### config.mk
export PLATFORM = sky130hd
export DESIGN_NAME = acs_device_flat
export DESIGN_NICKNAME = d
export VERILOG_FILES = /design/src/rtl/acs_pkg.sv /design/src/rtl/acs_if.sv /design/src/rtl/acs_device.sv /design/src/rtl/acs_rate_div.sv /design/src/flat_wrapper.sv
export SDC_FILE = /design/constraint.sdc
export NUM_CORES = 1
export LEC_CHECK = 0
export BUFFER_PORTS_ARGS = -buffer_cell sky130_fd_sc_hd__buf_2
export CELL_PAD_IN_SITES_DETAIL_PLACEMENT = 1
export CELL_PAD_IN_SITES_GLOBAL_PLACEMENT = 1
export CORE_UTILIZATION = 36
export CTS_CLUSTER_DIAMETER = 200
export CTS_CLUSTER_SIZE = 10
export DETAILED_ROUTE_END_ITERATION = 7
export PLACE_DENSITY_LB_ADDON = 0.1
export SLEW_MARGIN = 10
export SYNTH_ARGS = -nofsm -noshare
export SYNTH_HDL_FRONTEND = slang
export SYNTH_SLANG_ARGS = --single-unit
### constraint.sdc
create_clock -name clk -period 2.2 [get_ports clk]
set_clock_uncertainty 0.1 [all_clocks]
set_input_delay 0.44 -clock clk [delete_from_list [all_inputs] [get_ports clk]]
set_output_delay 0.44 -clock clk [all_outputs]
set_load 0.1 [all_outputs]
### src/rtl/acs_pkg.sv
/*
 Shared constants for the calibration sequencer: mode codes, timing
 figures used by both ends, and the device phase encoding.
 Assumes a single 200 MHz clock and an active-low asynchronous reset.
*/
package acs_pkg;

  // ---------------------------------------------------------------
  // Mode field codes
  // ---------------------------------------------------------------
  localparam logic [2:0] MODE_NORMAL   = 3'h0;
  localparam logic [2:0] MODE_SELF     = 3'h1;
  localparam logic [2:0] MODE_SYS_ZS   = 3'h2;
  localparam logic [2:0] MODE_SYS_FS   = 3'h3;
  localparam logic [2:0] MODE_SYS_OFS  = 3'h4;
  localparam logic [2:0] MODE_BACKGND  = 3'h5;
  localparam logic [2:0] MODE_SELF_ZS  = 3'h6;
  localparam logic [2:0] MODE_SELF_FS  = 3'h7;

  // ---------------------------------------------------------------
  // Timing
  // ---------------------------------------------------------------
  localparam int          CLK_PERIOD_NS   = 5;
  localparam int          MOD_DIV         = 128;
  localparam logic [6:0]  MOD_DIV_LAST    = 7'(MOD_DIV - 1);
  // Output-rate period counted in modulator cycles
  localparam int          RATE_DIV        = 16;
  localparam logic [3:0]  RATE_DIV_LAST   = 4'(RATE_DIV - 1);
  localparam logic [3:0]  STEP_PERIODS    = 4'h3;
  localparam logic [3:0]  SYS_CONV_PER    = 4'h1;
  localparam logic [3:0]  SELF_CONV_PER   = 4'h3;
  localparam logic [3:0]  BG_DIVIDE       = 4'h6;
  localparam logic [3:0]  BG_CAL_PERIODS  = 4'(BG_DIVIDE - 1);

  // ---------------------------------------------------------------
  // Sequencer phases
  // ---------------------------------------------------------------
  typedef enum logic [2:0] {
    PH_IDLE,
    PH_ZS,
    PH_FS,
    PH_CONV,
    PH_BG_CONV,
    PH_BG_ZS
  } acs_phase_e;

  localparam logic [23:0] ZERO_WORD = 24'h000000;
  localparam logic [23:0] FULL_WORD = 24'hffffff;
  localparam logic [23:0] MID_WORD  = 24'h800000;

endpackage

### src/rtl/acs_if.sv
/*
 Link between the host and the calibration sequencer: mode field write
 port, mode readback, active-low data-ready flag, data word and the
 analog input selector the host presents.
 Assumes both ends share clk and rstn.
*/
`timescale 1ns/1ps
interface acs_if (
  input wire logic clk,
  input wire logic rstn
);
  logic        mode_wr;
  logic [2:0]  mode_wdata;
  logic [2:0]  mode_rdata;
  logic        data_ready_n;
  logic [23:0] data_word;
  logic [1:0]  analog_input;
  logic        filter_sync_bit;

  modport device (
    input  clk, rstn, mode_wr, mode_wdata, analog_input, filter_sync_bit,
    output mode_rdata, data_ready_n, data_word
  );
  modport host (
    input  clk, rstn, mode_rdata, data_ready_n, data_word,
    output mode_wr, mode_wdata, analog_input, filter_sync_bit
  );
endinterface

### src/rtl/acs_device.sv
/*
 Calibration sequencer, converter end. Runs the mode-field sequences,
 times them in output-rate periods, clears the field on completion and
 drives the active-low data-ready flag and the data word.
 Assumes the host keeps its calibration inputs steady during a step.
*/
// Contract
// Mode 010 starts zero-scale system calibration
// System step lasts three periods, then mode clears
// Data-ready high from start until new word
// System step: flag falls after four periods
// Following conversion samples the calibration input
// Flag may rise up to one modulator cycle late
// Host ignores flag one modulator cycle
// Mode 011 starts full-scale system calibration
// Host orders zero before full, holds inputs
// Unipolar endpoints, bipolar midscale to full scale
// Single-step calibration keeps other coefficient
// Host needs valid zero before full-scale
// Mode 100 starts system-offset calibration
// System-offset runs six periods, then mode clears
// System-offset flag falls after nine periods
// Mode 101 enters zero-scale-only background mode
// Background recalibrates each update, rate over six
// Background mode persists until host rewrites
// Host self-calibrates before background mode (host accepts it after any zero-scale step, system modes 010/100 included)
// Host avoids filter sync in background mode
// Full-scale system step uses selected gain
// Mode 001 runs full self-calibration
// Modes 110/111 run zero/full self-calibration
// Mode 000 is normal conversion
`timescale 1ns/1ps
module acs_device (
  // Link to host
  acs_if.device     link,
  // User side: converter setup and coefficients
  input  wire logic bipolar,
  output logic [23:0] zs_coef,
  output logic [23:0] fs_coef,
  output logic      cal_busy
);
  // ---------------------------------------------------------------
  // State
  // ---------------------------------------------------------------
  acs_pkg::acs_phase_e phase_ff, nxt_phase;
  logic [2:0]  mode_ff;
  logic [3:0]  per_ff;
  logic        fs_pend_ff;
  logic        conv_self_ff;
  logic        rdy_n_ff;
  logic [23:0] word_ff;
  logic [23:0] zs_ff, fs_ff;
  logic        mod_tick, rate_tick;

  wire clk  = link.clk;
  wire rstn = link.rstn;
  wire start = link.mode_wr & (link.mode_wdata != acs_pkg::MODE_NORMAL);
  wire abort = link.mode_wr & (link.mode_wdata == acs_pkg::MODE_NORMAL);
  // Rate counting restarts at the command so periods line up with it
  wire clear = link.mode_wr;

  acs_rate_div u_div (
    .clk       (clk),
    .rstn      (rstn),
    .clear     (clear),
    .mod_tick  (mod_tick),
    .rate_tick (rate_tick)
  );

  // ---------------------------------------------------------------
  // Endpoint selection
  // ---------------------------------------------------------------
  // Input code 0 zero point (midscale when bipolar), 1 full-scale point, 2/3 read as the zero word
  function automatic logic [23:0] sample(input logic [1:0] sel, input logic bip);
    logic [23:0] w;
    w = (sel == 2'h1) ? acs_pkg::FULL_WORD : acs_pkg::ZERO_WORD;
    if (bip && sel == 2'h0)
      w = acs_pkg::MID_WORD;
    return w;
  endfunction

  wire [23:0] ain_word  = sample(link.analog_input, bipolar);
  wire        per_done  = rate_tick & (per_ff == acs_pkg::STEP_PERIODS - 4'h1);
  wire        conv_done = rate_tick & (per_ff == (conv_self_ff ? acs_pkg::SELF_CONV_PER
                                                 : acs_pkg::SYS_CONV_PER) - 4'h1);
  wire        bg_done   = rate_tick & (per_ff == acs_pkg::BG_CAL_PERIODS - 4'h1);
  wire        zs_take   = (phase_ff == acs_pkg::PH_ZS) & per_done;
  wire        fs_take   = (phase_ff == acs_pkg::PH_FS) & per_done;

  // ---------------------------------------------------------------
  // Phase sequencing
  // ---------------------------------------------------------------
  always_comb
  begin
    nxt_phase = phase_ff;
    case (phase_ff)
      acs_pkg::PH_IDLE:    nxt_phase = acs_pkg::PH_IDLE;
      acs_pkg::PH_ZS:      if (per_done) nxt_phase = fs_pend_ff ? acs_pkg::PH_FS
                                                                : acs_pkg::PH_CONV;
      acs_pkg::PH_FS:      if (per_done) nxt_phase = acs_pkg::PH_CONV;
      acs_pkg::PH_CONV:    if (conv_done) nxt_phase = acs_pkg::PH_IDLE;
      acs_pkg::PH_BG_CONV: if (rate_tick) nxt_phase = acs_pkg::PH_BG_ZS;
      acs_pkg::PH_BG_ZS:   if (bg_done) nxt_phase = acs_pkg::PH_BG_CONV;
      default:             nxt_phase = acs_pkg::PH_IDLE;
    endcase
    if (abort)
      nxt_phase = acs_pkg::PH_IDLE;
    else if (start)
      case (link.mode_wdata)
        acs_pkg::MODE_SYS_FS,
        acs_pkg::MODE_SELF_FS: nxt_phase = acs_pkg::PH_FS;
        acs_pkg::MODE_BACKGND: nxt_phase = acs_pkg::PH_BG_CONV;
        default:               nxt_phase = acs_pkg::PH_ZS;
      endcase
  end

  always_ff @(posedge clk or negedge rstn)
    if (!rstn)
      phase_ff <= acs_pkg::PH_IDLE;
    else
      phase_ff <= nxt_phase;

  // Period counter restarts on each phase change
  always_ff @(posedge clk or negedge rstn)
    if (!rstn)
      per_ff <= 4'h0;
    else if (nxt_phase != phase_ff || clear)
      per_ff <= 4'h0;
    else if (rate_tick)
      per_ff <= per_ff + 4'h1;

  // Remember whether a full-scale step follows zero-scale
  always_ff @(posedge clk or negedge rstn)
    if (!rstn)
    begin
      fs_pend_ff   <= 1'b0;
      conv_self_ff <= 1'b0;
    end
    else if (start)
    begin
      fs_pend_ff   <= (link.mode_wdata == acs_pkg::MODE_SELF) ||
                      (link.mode_wdata == acs_pkg::MODE_SYS_OFS);
      conv_self_ff <= (link.mode_wdata == acs_pkg::MODE_SELF) ||
                      (link.mode_wdata == acs_pkg::MODE_SYS_OFS) ||
                      (link.mode_wdata == acs_pkg::MODE_SELF_ZS) ||
                      (link.mode_wdata == acs_pkg::MODE_SELF_FS);
    end

  // ---------------------------------------------------------------
  // Mode field: cleared by hardware when the calibration steps end
  // ---------------------------------------------------------------
  wire cal_end = (phase_ff == acs_pkg::PH_ZS && per_done && !fs_pend_ff) ||
                 (phase_ff == acs_pkg::PH_FS && per_done);
  always_ff @(posedge clk or negedge rstn)
    if (!rstn)
      mode_ff <= acs_pkg::MODE_NORMAL;
    else if (link.mode_wr)
      mode_ff <= link.mode_wdata;            // Host write wins; new command
    else if (cal_end && mode_ff != acs_pkg::MODE_BACKGND)
      mode_ff <= acs_pkg::MODE_NORMAL;

  // ---------------------------------------------------------------
  // Coefficients: each step writes only its own
  // ---------------------------------------------------------------
  wire internal_zs = (mode_ff == acs_pkg::MODE_SELF) || (mode_ff == acs_pkg::MODE_SELF_ZS) ||
                     (phase_ff == acs_pkg::PH_BG_ZS);
  wire internal_fs = (mode_ff != acs_pkg::MODE_SYS_FS);
  wire bg_zs_take  = (phase_ff == acs_pkg::PH_BG_ZS) & bg_done;

  always_ff @(posedge clk or negedge rstn)
    if (!rstn)
    begin
      zs_ff <= acs_pkg::ZERO_WORD;
      fs_ff <= acs_pkg::FULL_WORD;
    end
    else
    begin
      if (zs_take || bg_zs_take)
        zs_ff <= internal_zs ? acs_pkg::ZERO_WORD : ain_word;
      if (fs_take)
        fs_ff <= internal_fs ? acs_pkg::FULL_WORD : ain_word;
    end

  // ---------------------------------------------------------------
  // Data-ready and data word
  // ---------------------------------------------------------------
  // Raised on the clock after the command write, so well within one modulator cycle
  wire word_ready = ((phase_ff == acs_pkg::PH_CONV) & conv_done) ||
                    ((phase_ff == acs_pkg::PH_BG_CONV) & rate_tick);
  always_ff @(posedge clk or negedge rstn)
    if (!rstn)
      rdy_n_ff <= 1'b1;
    else if (word_ready)
      rdy_n_ff <= 1'b0;
    else if (start || (phase_ff != acs_pkg::PH_IDLE && phase_ff != acs_pkg::PH_BG_CONV))
      rdy_n_ff <= 1'b1;

  always_ff @(posedge clk or negedge rstn)
    if (!rstn)
      word_ff <= acs_pkg::ZERO_WORD;
    else if (word_ready)
      word_ff <= ain_word;

  assign link.mode_rdata   = mode_ff;
  assign link.data_ready_n = rdy_n_ff;
  assign link.data_word    = word_ff;
  assign zs_coef           = zs_ff;
  assign fs_coef           = fs_ff;
  assign cal_busy          = (phase_ff != acs_pkg::PH_IDLE) &&
                             (phase_ff != acs_pkg::PH_BG_CONV);
endmodule // acs_device

### src/rtl/acs_rate_div.sv
/*
 Divider giving the modulator-cycle and output-rate enables.
 Assumes clk at 200 MHz; clear restarts both counts.
*/
`timescale 1ns/1ps
module acs_rate_div (
  // Clock and reset
  input  wire logic clk,
  input  wire logic rstn,
  // Control
  input  wire logic clear,
  // Enables
  output logic      mod_tick,
  output logic      rate_tick
);
  logic [6:0] mod_cnt_ff;
  logic [3:0] rate_cnt_ff;
  wire        mod_wrap  = (mod_cnt_ff == acs_pkg::MOD_DIV_LAST);
  wire        rate_wrap = (rate_cnt_ff == acs_pkg::RATE_DIV_LAST);

  assign mod_tick  = mod_wrap & ~clear;
  assign rate_tick = mod_tick & rate_wrap;

  always_ff @(posedge clk or negedge rstn)
    if (!rstn)
      mod_cnt_ff <= 7'h00;
    else if (clear || mod_wrap)
      mod_cnt_ff <= 7'h00;
    else
      mod_cnt_ff <= mod_cnt_ff + 7'h01;

  always_ff @(posedge clk or negedge rstn)
    if (!rstn)
      rate_cnt_ff <= 4'h0;
    else if (clear || rate_tick)
      rate_cnt_ff <= 4'h0;
    else if (mod_tick)
      rate_cnt_ff <= rate_cnt_ff + 4'h1;
endmodule // acs_rate_div

### src/flat_wrapper.sv
// flat-port wrapper written by rule: the top's interface ports become plain ports
module acs_device_flat 
  (bipolar, zs_coef, fs_coef, cal_busy, clk, rstn, link_mode_wr, link_mode_wdata, link_analog_input, link_filter_sync_bit, link_mode_rdata, link_data_ready_n, link_data_word);
  acs_if link_i (.clk(clk), .rstn(rstn));
  input  wire logic bipolar;
  output logic [23:0] zs_coef;
  output logic [23:0] fs_coef;
  output logic cal_busy;
  input wire logic clk;
  input wire logic rstn;
  input wire logic [$bits(link_i.mode_wr)-1:0] link_mode_wr;
  input wire logic [$bits(link_i.mode_wdata)-1:0] link_mode_wdata;
  input wire logic [$bits(link_i.analog_input)-1:0] link_analog_input;
  input wire logic [$bits(link_i.filter_sync_bit)-1:0] link_filter_sync_bit;
  output wire logic [$bits(link_i.mode_rdata)-1:0] link_mode_rdata;
  output wire logic [$bits(link_i.data_ready_n)-1:0] link_data_ready_n;
  output wire logic [$bits(link_i.data_word)-1:0] link_data_word;
  assign link_i.mode_wr = link_mode_wr;
  assign link_i.mode_wdata = link_mode_wdata;
  assign link_i.analog_input = link_analog_input;
  assign link_i.filter_sync_bit = link_filter_sync_bit;
  assign link_mode_rdata = link_i.mode_rdata;
  assign link_data_ready_n = link_i.data_ready_n;
  assign link_data_word = link_i.data_word;
  acs_device u_core (.link(link_i), .bipolar(bipolar), .zs_coef(zs_coef), .fs_coef(fs_coef), .cal_busy(cal_busy));
endmodule
==> impl_metrics.py <==
metrics = {
    "timing": {
        "rsz0062_at_grt": "no",
        "maxSlewViolCount": 0,
        "period_minus_slack_ps": 2030,
        "setup_ws_ps": 166,
        "worst_pin_slew_ps": 687,
        "fin_tns_setup_ps": 0,
        "hold_viol": 0,
        "period_share_pct": 92.4,
        "setup_viol": 0,
        "worst_hold_slack_ps": 87.7,
        "relSlewSlack_pct": 54.2,
        "max_freq_mhz": 492,
    },
    "final_layout": {
        "area_growth_pct": 9.79,
        "utilization_pct": 40.7,
        "instances_no_fill": 347,
        "postLayoutCellArea_um2": 2410,
        "final_cell_mix": "buf_2 (85), dfrtp_1 (25), nor2_1 (19), nand2_1 (16), a21oi_1 (10)",
        "fill_cells": 730,
        "diodes": 0,
        "layout-drive-gt1-share_pct": 42.6,
        "layout_commonest_cell": "buf_2",
        "nets": 286,
    },
    "pwr": {
        "clkPwrFrac_pct": 39.6,
        "power_frac_comb_pct": 25.8,
        "p_total_mw": 1.78,
        "netSwitchingFraction_pct": 35.8,
        "power_density_nw_per_um2": 739,
        "p_int_mw": 1.14,
        "irDropWorstVdd_mv": 0.362,
        "p_sw_mw": 0.639,
        "power_leakage_nw": 1.24,
        "seqPwrFrac_pct": 34.6,
    },
    "logic_synthesis": {
        "synth.distinct_cells": 51,
        "ys_ff_latch": 30,
        "synth_simple_gate_area_share_pct": 18.6,
        "yosys_warnings": 0,
        "syn_nets": 258,
        "synth_ff_type": "dfrtp_1",
        "muxShareOfSynthArea_pct": 2.39,
        "ys_seq_area_share_pct": 34.3,
        "synth_compound_area_share_pct": 12.9,
        "synth_xor_area_share_pct": 3.99,
        "ys_async_sr_fraction_pct": 100,
        "synth_adder_area_share_pct": 2.85,
        "syn-cell-area_um2": 2200,
        "synthCells": 243,
        "synth_top_family_by_area": "buffers and inverters",
        "synth_edf_count": 0,
        "syn_area_per_cell_um2": 9.04,
    },
    "floorplanning": {
        "die_area_um2": 6420,
        "die_x_um": 80.1,
        "num_rows": 28,
        "start_util_pct": 37.1,
        "coreArea_um2": 5920,
        "die_y_um": 80.1,
        "ios": 87,
    },
    "place": {
        "gp_congestion": 0.737,
        "pre_cts_slack_ps": 209,
        "place_inst": 339,
        "portBuffers": 85,
        "place_area_um2": 2270,
        "dp_hpwl_um": 3450,
    },
    "routing": {
        "met1_length_um": 2260,
        "routed-via-count": 1699,
        "firstDrtPassIters": 4,
        "detail_route.wl_per_cell_um": 13.5,
        "drc": 0,
        "wl_met2_um": 2050,
        "wl_met3_um": 321,
        "routed.top_layer": "met4",
        "routed_wl_um": 4690,
        "ant_nets": 0,
        "vias_per_cell": 4.90,
        "drt-initial-drc-count": 25,
    },
    "setup_path": {
        "slowest_delay_ps": 570,
        "cp.arrival_ps": 1490,
        "worstPathCellList": "or2_2, buf_2",
        "critPathKind": "register to primary output",
        "cp_slowest_cell": "dfrtp_1",
        "critPathBufInv": 1,
        "critPathLaunchType": "register",
        "cp_data_required_time_ps": 1660,
        "crit_path_end_kind": "primary output",
        "path_max_fanout": 13,
        "crit_family": "flip-flops",
    },
    "clock_network": {
        "clk_pin_slew_ps": 70,
        "numCtsBuffers": 5,
        "cts_resized": 0,
        "cts_tree": "done",
        "hold_buffers": 0,
        "post_cts_buffers": 0,
        "cts.sinks": 30,
        "cts_root_buf": "clkbuf_8",
        "clock_path_buffers": 2,
        "clock_latency_ps": 290,
        "htree_levels": 2,
    },
    "worst_hold_path": {
        "hp-class": "primary input to asynchronous set/reset pin",
    },
    "run": {
        "max-cap-violations": 0,
    },
    "global_routing": {
        "overflow": 0,
        "grt_max_degree": 31,
        "grt_pass1_vias": 1542,
        "globalRouteTotalUtil_pct": 15.3,
        "grt_pass1_wl_um": 7460,
        "antenna_found_initial": 0,
    },
    "outcome": {
        "status": "finished clean",
    },
}
[routing by layer]
metal  vias up  track usage (%)
met4         0             5.89
met5         -                0
met2        69             24.7
met1       797             19.8
met3         5             3.30
li1        828                -
[worst register-to-register path: stages (launching register included)]
cell and delay [ps]:
dfrtp_1 390, ha_1 210, nand2_1 130, nor4_4 280, buf_12 190, and2b_1 210
mux2_2 350
[worst paths after layout]
kind / from / to / slack, ps / depth (start not counted)
worst min register to register: u_core.fs_coef[23] / u_core.fs_coef[23] / 380 / 2
worst max register to register: u_core.u_div.mod_cnt_ff[0] / u_core.link.data_word[23] / 210 / 6
worst min-delay path: rstn / u_core.u_div.rate_cnt_ff[3] / 90 / 1
worst max-delay path: u_core.phase_ff[1] / cal_busy / 170 / 2
min in group clk: link_analog_input[1] / u_core.zs_coef[23] / 280 / 2
max in group asynchronous: rstn / u_core.link.data_word[22] / 1420 / 1
[power by group through the flow]
stage	clock network (mW)	logic, mW	registers [mW]
after floorplan	0	0.374	0.657
after global placement	0	0.462	0.626
after detailed placement	0	0.464	0.627
after CTS	0.726	0.464	0.617
after global routing	0.751	0.484	0.622
final	0.707	0.460	0.617
[synth_stat cells, types with 2 or more instances]
cell type  instances  share of area (%)
ha_1               5                2.8
and4_1             2               0.80
a211oi_1           2               0.68
a21oi_1           10                2.3
buf_4             66                 23
or3_1              2               0.57
nand2b_1           4                1.1
o21ai_0            7                1.6
a31oi_1            3               0.85
dfrtp_1           27                 31
inv_1              5               0.85
nor2_1            19                3.2
dfstp_2            3                3.6
a21o_1             2               0.68
nor4_1             4                1.1
nand2_2            2               0.57
o31ai_1            2               0.68
mux2i_1            3                1.4
clkbuf_1           5               0.85
a22o_1             3                1.2
nor3b_1            2               0.68
xor2_1             5                2.0
o21a_1             3                1.0
xnor2_1            5                2.0
nand3_1            6                1.4
o22ai_1            3               0.85
nand2_1           16                2.7
o211ai_1           2               0.68
nor3_1             2               0.46
nor2b_1            2               0.57
[final cells by class]
type                            count  area, um2  area share (%)
Multi-Input combinational cell    135        895            37.1
Sequential cell                    30        757            31.4
Timing Repair Buffer               94        505            21.0
Tap cell                           75       93.8            3.89
Clock buffer                        6       82.6            3.42
Clock inverter                      2       60.1            2.49
Inverter                            5       18.8           0.778
[flip-flops by register name, summed over array words and instances (netlist names)]
signal / flops
u_core.link.mode_rdata: 3
u_core.link.data_ready_n: 1
u_core.zs_coef: 2
u_core.u_div.mod_cnt_ff: 7
u_core.conv_self_ff: 1
u_core.u_div.rate_cnt_ff: 4
u_core.phase_ff: 3
u_core.fs_coef: 2
u_core.fs_pend_ff: 1
u_core.per_ff: 4
u_core.link.data_word: 2
[logic make-up (layout without fill, tap and decap cells)]
kind of cell,Yosys count,after routing
AO/OA/AOI/OAI,42,42
AND/OR/NAND/NOR,73,73
flip-flops,30,30
XOR/XNOR,10,10
adder cells (fa/ha/maj),5,5
multiplexers,5,5
buffers and inverters,78,107
Power figures use the tool's default switching activity.
